## src/inc/cpsc_params.svh

```systemverilog
// Register offsets, fields, reset values and timing counts of the clock block
`ifndef CPSC_PARAMS_SVH
`define CPSC_PARAMS_SVH
`define CPSC_OFF_TRIM 12'h000
`define CPSC_OFF_DIV 12'h004
`define CPSC_OFF_SLEEP 12'h008
`define CPSC_OFF_STATUS 12'h00C
`define CPSC_DIV_UNLOCK_BIT 7
`define CPSC_UNLOCK_WRITE 8'h80
`define CPSC_DIV_RESET_PLAIN 4'h0
`define CPSC_DIV_RESET_EIGHT 4'h3
`define CPSC_DIV_MAX 4'h8
`define CPSC_UNLOCK_CYCLES 3'h4
`define CPSC_WAKE_HOLD_CYCLES 4'h4
`define CPSC_STANDBY_WAKE_CYCLES 4'h6
`define CPSC_POWERDOWN_WAKE_CYCLES 4'h6
`define CPSC_SLEEP_ALLOW_BIT 2
`endif

```

## src/inc/cpsc_pkg.sv

```systemverilog
// Types shared by the clock prescale and sleep controller
package cpsc_pkg;
  typedef enum logic [1:0] {
    CPSC_IDLE, CPSC_ADC_QUIET, CPSC_POWER_DOWN, CPSC_STANDBY
  } cpsc_kind_t;
  typedef enum {CPSC_RUN, CPSC_SLEEP, CPSC_WAKE} cpsc_state_t;
endpackage

```

## src/logic/cpsc_clock_ctrl.sv

```systemverilog
// Clock prescaler, oscillator trim and sleep controller with APB registers
// What this block does
// - Reset loads factory trim; software may overwrite
// - Top trim bit selects oscillator range
// - Low seven bits tune within range
// - Unlock set only by exact 0x80 write
// - Unlock clears after four cycles or divide write
// - Rewriting unlock neither restarts nor clears it
// - Divide changes only inside unlock window
// - Prescaler bits six to four read zero
// - Reset divide is zero or three by fuse
// - Any divide value accepted regardless of fuse
// - Codes zero to eight divide by powers
// - Divided clock enables all synchronous domains
// - Sleep request acts only when allowed
// - Wake holds core four cycles after start-up, except standby (six in all)
// - State kept in sleep; reset wakes to vector
// - Idle stops core and flash clocks only
// - ADC quiet stops I/O, core, flash clocks
// - Power-down stops oscillator and all clocks
// - Standby keeps oscillator, wakes in six cycles
// - Divider switch makes no glitch or short period
// - New rate active within old plus new periods
//
// Chosen here: the APB interface to the registers and the address map.
`include "cpsc_params.svh"
`timescale 1ns/1ns
`default_nettype none
module cpsc_clock_ctrl
  import cpsc_pkg::*;
#(
  parameter logic [7:0] FACTORY_TRIM = 8'h5A // Arbitrary default
) (
  input wire logic clock,
  input wire logic rst,
  input wire logic psel,
  input wire logic penable,
  input wire logic pwrite,
  input wire logic [11:0] paddr,
  input wire logic [31:0] pwdata,
  output logic [31:0] prdata,
  output logic pready,
  output logic pslverr,
  input wire logic start_div_eight_fuse,
  input wire logic sleep_req,
  input wire logic ext_crystal_sel,
  input wire logic wake_irq,
  input wire logic wake_ext_level,
  input wire logic wake_adc_done,
  input wire logic wake_nvm_ready,
  output logic [7:0] osc_trim,
  output logic osc_enable,
  output logic core_clk_domain,
  output logic nvm_clk_domain,
  output logic io_clk_domain,
  output logic adc_clk_domain,
  output logic adc_auto_start,
  output logic core_halted
);
  // Fuse and wake pins synchronised
  logic fuse_s1, fuse_s2;
  logic [3:0] wake_s1, wake_s2;
  logic fuse_seen;
  logic [3:0] divide_select;
  logic divide_change_unlock;
  logic [2:0] unlock_count;
  logic sleep_allow;
  logic [1:0] sleep_kind;
  cpsc_state_t state;
  logic [1:0] cur_kind;
  logic [3:0] hold_count;
  logic [7:0] prescale_count;
  logic [3:0] active_div;

  // Fuse sync runs through reset so it is settled at release
  always_ff @(posedge clock) begin
    fuse_s1 <= start_div_eight_fuse;
    fuse_s2 <= fuse_s1;
  end

  // Wake pins synchronised, cleared by reset
  always_ff @(posedge clock or posedge rst) begin
    if (rst) begin
      wake_s1 <= 4'h0;
      wake_s2 <= 4'h0;
    end else begin
      wake_s1 <= {wake_nvm_ready, wake_adc_done, wake_ext_level, wake_irq};
      wake_s2 <= wake_s1;
    end
  end

  // Bus decode
  wire acc = psel && penable;
  wire wr = acc && pwrite;
  wire hit_trim = (paddr == `CPSC_OFF_TRIM);
  wire hit_div = (paddr == `CPSC_OFF_DIV);
  wire hit_sleep = (paddr == `CPSC_OFF_SLEEP);
  wire hit_stat = (paddr == `CPSC_OFF_STATUS);
  wire hit_any = hit_trim || hit_div || hit_sleep || hit_stat;
  wire wr_div = wr && hit_div;
  wire unlock_wr = wr_div && (pwdata[7:0] == `CPSC_UNLOCK_WRITE);
  wire div_wr = wr_div && divide_change_unlock &&
                !pwdata[`CPSC_DIV_UNLOCK_BIT];
  wire [31:0] div_rd = {24'h0000_00, divide_change_unlock, 3'h0,
                        divide_select};
  wire [31:0] next_prdata =
    hit_trim ? {24'h0000_00, osc_trim} :
    hit_div ? div_rd :
    hit_sleep ? {29'h0000_0000, sleep_allow, sleep_kind} :
    hit_stat ? {26'h0000_000, core_halted, osc_enable, active_div} :
    32'h0000_0000;

  // APB answer one cycle after access phase starts
  always_ff @(posedge clock or posedge rst) begin
    if (rst) begin
      pready <= 1'b0;
      prdata <= 32'h0000_0000;
      pslverr <= 1'b0;
    end else begin
      pready <= acc && !pready;
      prdata <= (acc && !pwrite) ? next_prdata : prdata;
      pslverr <= acc && !pready && !hit_any;
    end
  end
  wire commit = wr && pready;

  // trim reload on first cycle after reset release, software write
  always_ff @(posedge clock or posedge rst) begin
    if (rst)
      osc_trim <= 8'h00;
    else if (!fuse_seen)
      osc_trim <= FACTORY_TRIM;
    else if (commit && hit_trim)
      osc_trim <= pwdata[7:0];
  end

  // reset value from fuse after release
  always_ff @(posedge clock or posedge rst) begin
    if (rst) begin
      fuse_seen <= 1'b0;
      divide_select <= `CPSC_DIV_RESET_PLAIN;
    end else if (!fuse_seen) begin
      fuse_seen <= 1'b1;
      divide_select <= fuse_s2 ? `CPSC_DIV_RESET_EIGHT :
                       `CPSC_DIV_RESET_PLAIN;
    end else if (div_wr && pready) begin
      divide_select <= pwdata[3:0];
    end
  end

  always_ff @(posedge clock or posedge rst) begin
    if (rst) begin
      divide_change_unlock <= 1'b0;
      unlock_count <= 3'h0;
    end else if (divide_change_unlock) begin
      if ((div_wr && pready) || unlock_count == `CPSC_UNLOCK_CYCLES - 3'h1)
        divide_change_unlock <= 1'b0;
      unlock_count <= unlock_count + 3'h1;
    end else if (unlock_wr && pready) begin
      divide_change_unlock <= 1'b1;
      unlock_count <= 3'h0;
    end
  end

  // Sleep control register
  always_ff @(posedge clock or posedge rst) begin
    if (rst) begin
      sleep_allow <= 1'b0;
      sleep_kind <= 2'h0;
    end else if (commit && hit_sleep) begin
      sleep_allow <= pwdata[`CPSC_SLEEP_ALLOW_BIT];
      sleep_kind <= pwdata[1:0];
    end
  end

  function automatic logic [3:0] cpsc_clamp(input logic [3:0] code);
    cpsc_clamp = (code > `CPSC_DIV_MAX) ? `CPSC_DIV_MAX : code;
  endfunction
  function automatic logic [7:0] cpsc_mask(input logic [3:0] code);
    logic [8:0] full;
    full = 9'h001 << cpsc_clamp(code);
    cpsc_mask = 8'(full - 9'h001);
  endfunction

  // new rate after current period ends
  wire period_end = ((prescale_count & cpsc_mask(active_div)) ==
                     cpsc_mask(active_div));
  always_ff @(posedge clock or posedge rst) begin
    if (rst) begin
      prescale_count <= 8'h00;
      active_div <= 4'h0;
    end else begin
      if (period_end) begin
        prescale_count <= 8'h00;
        active_div <= cpsc_clamp(divide_select);
      end else begin
        prescale_count <= prescale_count + 8'h01;
      end
    end
  end

  // Wake sources allowed per sleep kind
  wire [3:0] w = wake_s2;
  wire wake_ok =
    (cur_kind == 2'(CPSC_IDLE)) ? (|w) :
    (cur_kind == 2'(CPSC_ADC_QUIET)) ? (w[1] || w[2] || w[3]) :
    w[1];
  wire [3:0] wake_len =
    (cur_kind == 2'(CPSC_STANDBY)) ? `CPSC_STANDBY_WAKE_CYCLES :
    (cur_kind == 2'(CPSC_POWER_DOWN)) ? `CPSC_POWERDOWN_WAKE_CYCLES +
                                        `CPSC_WAKE_HOLD_CYCLES :
    `CPSC_WAKE_HOLD_CYCLES;

  always_ff @(posedge clock or posedge rst) begin
    if (rst) begin
      state <= CPSC_RUN;
      cur_kind <= 2'h0;
      hold_count <= 4'h0;
    end else begin
      case (state)
        CPSC_RUN: begin
          if (sleep_req && sleep_allow) begin
            state <= CPSC_SLEEP;
            cur_kind <= sleep_kind;
          end
        end
        CPSC_SLEEP: begin
          if (wake_ok) begin
            state <= CPSC_WAKE;
            hold_count <= 4'h0;
          end
        end
        CPSC_WAKE: begin
          hold_count <= hold_count + 4'h1;
          if (hold_count == wake_len - 4'h1)
            state <= CPSC_RUN;
        end
        default: state <= CPSC_RUN;
      endcase
    end
  end

  wire in_sleep = (state == CPSC_SLEEP);
  wire deep = in_sleep && (cur_kind[1]);
  wire osc_off = in_sleep && cur_kind == 2'(CPSC_POWER_DOWN);
  wire stop_io = in_sleep && cur_kind != 2'(CPSC_IDLE);
  wire stop_core = (state != CPSC_RUN);
  wire stop_slow = in_sleep && cur_kind != 2'(CPSC_IDLE) &&
                   cur_kind != 2'(CPSC_ADC_QUIET);

  always_ff @(posedge clock or posedge rst) begin
    if (rst) begin
      osc_enable <= 1'b1;
      core_clk_domain <= 1'b0;
      nvm_clk_domain <= 1'b0;
      io_clk_domain <= 1'b0;
      adc_clk_domain <= 1'b0;
      adc_auto_start <= 1'b0;
      core_halted <= 1'b0;
    end else begin
      osc_enable <= !osc_off;
      core_clk_domain <= period_end && !stop_core;
      nvm_clk_domain <= period_end && !stop_core;
      io_clk_domain <= period_end && !stop_io && !deep;
      adc_clk_domain <= period_end && !stop_slow;
      adc_auto_start <= (state == CPSC_RUN) && sleep_req && sleep_allow &&
                        !sleep_kind[1];
      core_halted <= stop_core;
    end
  end

  // Unlock window never exceeds four cycles
  AST_UNLOCK_WINDOW: assert property (
    @(posedge clock) disable iff (rst)
    $rose(divide_change_unlock) |-> ##[1:4] !divide_change_unlock)
    else $error("unlock stayed open too long");
  // Unlock rises only after exact pattern
  AST_UNLOCK_PATTERN: assert property (
    @(posedge clock) disable iff (rst)
    $rose(divide_change_unlock) |-> $past(unlock_wr && pready))
    else $error("unlock set without pattern");
  // Divide changes only inside the window, reset load excluded
  AST_DIV_GUARD: assert property (
    @(posedge clock) disable iff (rst)
    ($changed(divide_select) && $past(fuse_seen)) |->
      $past(divide_change_unlock))
    else $error("divide changed without unlock");
  // Reserved bits read zero
  AST_RSVD_ZERO: assert property (
    @(posedge clock) disable iff (rst)
    div_rd[6:4] == 3'h0)
    else $error("reserved prescaler bits set");
  // Sleep needs permission
  AST_SLEEP_ALLOW: assert property (
    @(posedge clock) disable iff (rst)
    (state == CPSC_RUN && sleep_req && !sleep_allow) |=>
      state == CPSC_RUN)
    else $error("slept without permission");
  // Allowed request halts the core two edges later
  AST_SLEEP_ENTRY: assert property (
    @(posedge clock) disable iff (rst)
    (state == CPSC_RUN && sleep_req && sleep_allow) |-> ##2 core_halted)
    else $error("allowed sleep not entered");
  // Idle keeps io domain ticking
  AST_IDLE_IO: assert property (
    @(posedge clock) disable iff (rst)
    (in_sleep && cur_kind == 2'(CPSC_IDLE) && period_end) |=>
      io_clk_domain)
    else $error("idle stopped io clock");
  // Light sleep entry starts the converter
  AST_ADC_START: assert property (
    @(posedge clock) disable iff (rst)
    (state == CPSC_RUN && sleep_req && sleep_allow && !sleep_kind[1]) |=>
      adc_auto_start)
    else $error("no converter start on entry");
  // Quiet mode gates io domain
  AST_QUIET_IO: assert property (
    @(posedge clock) disable iff (rst)
    (in_sleep && cur_kind == 2'(CPSC_ADC_QUIET)) |=> !io_clk_domain)
    else $error("io clock in quiet mode");
  // Power-down stops oscillator
  AST_PD_OSC: assert property (
    @(posedge clock) disable iff (rst)
    osc_off |=> !osc_enable)
    else $error("oscillator ran in power-down");
  // Deep modes gate converter domain
  AST_DEEP_ADC: assert property (
    @(posedge clock) disable iff (rst)
    (in_sleep && cur_kind[1]) |=> !adc_clk_domain)
    else $error("converter clock in deep sleep");
  // Standby keeps the oscillator
  AST_STANDBY_OSC: assert property (
    @(posedge clock) disable iff (rst)
    (in_sleep && cur_kind == 2'(CPSC_STANDBY)) |=> osc_enable)
    else $error("oscillator stopped in standby");
  // Core held at least four cycles on wake
  AST_WAKE_HOLD: assert property (
    @(posedge clock) disable iff (rst)
    $rose(state == CPSC_WAKE) |-> (state == CPSC_WAKE)[*4])
    else $error("wake hold too short");
  // Standby wakes in six cycles
  AST_STANDBY_WAKE: assert property (
    @(posedge clock) disable iff (rst)
    ($rose(state == CPSC_WAKE) && cur_kind == 2'(CPSC_STANDBY))
      |-> ##6 state == CPSC_RUN)
    else $error("standby wake not six cycles");
  // Core domain gated while not running
  AST_CORE_GATE: assert property (
    @(posedge clock) disable iff (rst)
    stop_core |=> !core_clk_domain)
    else $error("core clock during sleep");
  // Factory trim loaded after every reset
  AST_TRIM_RELOAD: assert property (
    @(posedge clock) disable iff (rst)
    !fuse_seen |=> osc_trim == FACTORY_TRIM)
    else $error("factory trim not loaded");
  // Programmed fuse starts at divide by eight
  AST_DIV_RESET: assert property (
    @(posedge clock) disable iff (rst)
    (!fuse_seen && fuse_s2) |=> divide_select == `CPSC_DIV_RESET_EIGHT)
    else $error("fuse reset divide wrong");
  // Committed divide value stored as written
  AST_DIV_ANY: assert property (
    @(posedge clock) disable iff (rst)
    (div_wr && pready) |=> divide_select == $past(pwdata[3:0]))
    else $error("divide value not stored");
  // Divide write closes the window
  AST_DIV_CLOSES: assert property (
    @(posedge clock) disable iff (rst)
    (div_wr && pready) |=> !divide_change_unlock)
    else $error("unlock open after divide write");
  // Rewrite inside window keeps it open
  AST_UNLOCK_REWRITE: assert property (
    @(posedge clock) disable iff (rst)
    (divide_change_unlock && unlock_wr && pready &&
     unlock_count != `CPSC_UNLOCK_CYCLES - 3'h1) |=> divide_change_unlock)
    else $error("rewrite cleared unlock");
  // Active rate changes only at a period end
  AST_SWITCH_EDGE: assert property (
    @(posedge clock) disable iff (rst)
    $changed(active_div) |-> $past(period_end))
    else $error("rate switched mid period");
endmodule // cpsc_clock_ctrl
`default_nettype wire

```

## config.mk

```make
export PLATFORM = sky130hd
export DESIGN_NAME = cpsc_clock_ctrl
export DESIGN_NICKNAME = d
export VERILOG_FILES = /design/src/inc/cpsc_pkg.sv /design/src/logic/cpsc_clock_ctrl.sv
export VERILOG_INCLUDE_DIRS = /design/src /design/src/inc
export SDC_FILE = /design/constraint.sdc
export NUM_CORES = 1
export LEC_CHECK = 0
export ABC_CLOCK_PERIOD_IN_PS = 2600
export BUFFER_PORTS_ARGS = -buffer_cell sky130_fd_sc_hd__buf_2
export CAP_MARGIN = 20
export CORE_MARGIN = 4
export CORE_UTILIZATION = 35
export DETAILED_ROUTE_END_ITERATION = 10
export PLACE_DENSITY = 0.57
export SLEW_MARGIN = 15
export SYNTH_ARGS = -nofsm -noshare
export SYNTH_HDL_FRONTEND = slang
export SYNTH_SLANG_ARGS = --single-unit
```

## constraint.sdc

```tcl
create_clock -name clock -period 2.6 [get_ports clock]
set_input_delay 0.52 -clock clock [delete_from_list [all_inputs] [get_ports clock]]
set_output_delay 0.52 -clock clock [all_outputs]
set_load 0.05 [all_outputs]
```

==> reports/metrics.yaml <==
status:
  status: "finished clean"
route:
  wl_per_cell_um: 13.9
  drt-initial-drc-count: 81
  via_per_inst: 4.87
  drc_errors: 0
  routed-via-count: 2269
  dr.pass1.iters: 5
  detail-route-antenna-nets: 0
  finalWirelength_um: 6480
setup_path:
  worstPathMaxFanout: 6
  crit_path_end_kind: "flop"
  r2r_slack_ns: 0.35
  cp_cell_sequence: "nor2_1 -> nand3b_1 -> ha_1 -> xnor2_1 -> o221ai_1 -> nor3_4 -> buf_4 -> nor3b_1"
  crit_type: "reg -> reg"
  critical-path-max-stage-delay_ns: 0.44
  worst_ep_required_time_ns: 2.85
  critical_path_buf_inv_count: 1
  slowest_stage: "dfrtp_1"
  worstPathArrival_ns: 2.50
  start_kind: "flop"
  cp_top_family: "simple AND/OR/NAND/NOR gates"
timing:
  relSlewSlack_pct: 58.8
  worst_slew_pin_slew_ns: 0.617
  fin_setup_tns_ns: 0
  slew_viol_final: 0
  fin_worst_skew_ns: 0.00879
  hold_viol: 0
  min_period_ns: 2.25
  setup_viol: 0
  period_share_pct: 86.5
  max_freq_mhz: 445
  rsz0062_at_grt: "false"
placed_design:
  hpwl_um: 4630
  place_congestion: 0.768
  placed_cells: 450
  port_buffers: 55
yosys:
  synth.mux.area_fraction_pct: 10.4
  ys_ff_latch: 66
  synth-edff-count: 0
  synth.distinct_cells: 49
  synth-compound-area-share_pct: 8.33
  synth_fa_ha_area_share_pct: 1.96
  synth-simple-area-share_pct: 17.6
  synthXorXnorAreaFrac_pct: 1.92
  synth.avg_cell_area_um2: 10.9
  postSynthCellCount: 292
  synth_top_family_by_area: "simple AND/OR/NAND/NOR gates"
  synthArstFlopShare_pct: 97.0
  ys.flop_type: "dfrtp_1"
  yosysSeqAreaShare_pct: 51.6
  synth_area_um2: 3190
  yosysWarnings: 0
clocking:
  cts_hold_buffers: 0
  clock_sinks: 66
  cts_tree: "yes"
  cts_buffer_depth: 2
  htree_levels: 3
  clk_pin_slew_ns: 0.08
  insertion_delay_ns: 0.34
  numCtsBuffers: 9
  cts_root_buffer: "clkbuf_8"
floorplanning:
  fp.dieH_um: 103
  rows: 34
  start_util_pct: 36.2
  fp.coreArea_um2: 8810
  die_area_um2: 10700
  ioPinCount: 105
  fp.dieW_um: 103
grt:
  first_global_vias: 2261
  grt_max_degree: 37
  grt_usage_pct: 13.2
  antenna_found_initial: 0
  overflow: 0
  grt_first_pass_wirelength_um: 11000
power:
  comb_power_share_pct: 24.1
  intPower_mw: 1.83
  cellPowerDensity_nw_per_um2: 743
  p_seq_share_pct: 43.6
  clkPwrFrac_pct: 32.4
  power.switching_mw: 0.950
  leakage_nw: 1.74
  swShare_pct: 34.2
  power_mw: 2.78
  ir_drop_uv: 434
final_layout:
  final_layout_size_suffix_gt1_share_pct: 27.4
  synthToLayoutAreaGrowth_pct: 17.2
  instances_no_fill: 466
  diodes: 0
  utilization_pct: 42.4
  nets: 414
flow_run:
  max-cap-violations: 0
hold_path:
  hold_class: "in -> async"
[synth_stat cells (all sizes together), types with 5 or more instances]
cell type  instances  area share (%)
nand2             21             2.5
mux2i             13             4.1
o21ai             10             1.6
a21oi             13             2.0
mux2              12             4.2
clkbuf             8            0.94
nor2              27             3.2
dfrtp             63              49
buf               27             6.2
nor2b             12             2.4
o31ai              5             1.2
xor2               5             1.4
ha                 5             2.0
inv                7            0.82
nor3               6             1.3
nand3              7             1.1
[worst register-to-register path: stages (launching register included)]
cell	delay, ns
dfrtp_1	0.44
nor2_1	0.24
nand3b_1	0.11
ha_1	0.24
xnor2_1	0.20
o221ai_1	0.19
nor3_4	0.35
buf_4	0.20
nor3b_1	0.19
[worst paths after layout]
check	start	to	cells past startpoint
max in group asynchronous	rst	unlock_count[1]$_DFFE_PP0P_	3
min in group clock	wake_irq	wake_s1[0]$_DFF_PP0_	1
setup / recovery	active_div[2]$_DFFE_PP0N_	nvm_clk_domain$_DFF_PP0_	8
hold / removal	rst	nvm_clk_domain$_DFF_PP0_	2
hold reg to reg	fuse_s1$_DFF_P_	fuse_s2$_DFF_P_	0
setup reg to reg	active_div[2]$_DFFE_PP0N_	nvm_clk_domain$_DFF_PP0_	8
[state kept, by name (all words and copies together) (netlist names), 3 cells and up]
signal and count:
w 4, hold_count 4, prdata 8, osc_trim 8, unlock_count 3, prescale_count 8, wake_s1 4, active_div 4
divide_select 4
[metrics by stage]
step           hold slack [ns]  setup WS (ns)  instance area (um^2)
5_1_grt                  0.243         0.0699                  3730
4_1_cts                  0.255          0.129                  3730
2_1_floorplan            0.310          0.396                  3270
6_report                 0.244          0.350                  3730
3_3_place_gp             0.313          0.213                  3520
3_5_place_dp             0.312          0.147                  3520
[per-layer routing]
layer	track usage (%)	share of wire (%)
met5	0	0
met4	3.29	0.56
met3	4.36	6.1
met2	20.9	47
met1	17.6	47
[power by group through the flow]
stage	Clock [mW]	Sequential (mW)	Combinational [mW]
after floorplan	0	1.26	0.474
after detailed placement	0	1.23	0.648
final	0.898	1.21	0.668
after CTS	0.929	1.21	0.651
after global routing	0.982	1.23	0.745
after global placement	0	1.23	0.641
[kinds of logic after synthesis]
group	after synthesis
xor+xnor	7
simple gates	100
buf+inv	42
mux	28
flops	66
fa+ha+maj	5
compound gates	42
other cells	2
[area by class of cell]
class | count | area, um^2
fillers | 838 | 5070
flip-flops and latches | 66 | 1640
multi-input cells | 207 | 1380
repair buffers | 62 | 340
well taps | 108 | 135
clock buffers | 9 | 124
clock inverters | 7 | 82.6
inverters | 7 | 26.3
[cells in the final DEF (no fill, tap or decap), types with 3 or more instances in the layout]
master / synthesis / final
dfrtp_1: 63 / 63
buf_2: 1 / 55
nor2_1: 27 / 27
conb_1: 2 / 25
nand2_1: 21 / 21
a21oi_1: 13 / 13
mux2i_1: 13 / 13
nor2b_1: 12 / 12
o21ai_0: 10 / 10
clkbuf_8: 0 / 9
mux2_2: 8 / 8
nand3_1: 7 / 7
inv_1: 7 / 6
buf_4: 25 / 6
o31ai_1: 5 / 5
xor2_1: 5 / 5
ha_1: 5 / 5
nor3_1: 4 / 4
mux2_1: 4 / 4
and2_1: 3 / 3
nand2b_1: 3 / 3
nor3b_1: 3 / 3
nand4_1: 3 / 3
mux4_2: 3 / 3
a22oi_1: 3 / 3
inv_6: 0 / 3
[repair_timing]
| item | in CTS | in global routing |
|---|---|---|
| buffers inserted | 0 | 0 |
| endpoints found under the hold margin | 0 | 0 |
| gates resized for setup | 0 | 1 |
| endpoints found under the setup margin | 0 | 6 |
Power figures use the tool's default switching activity.
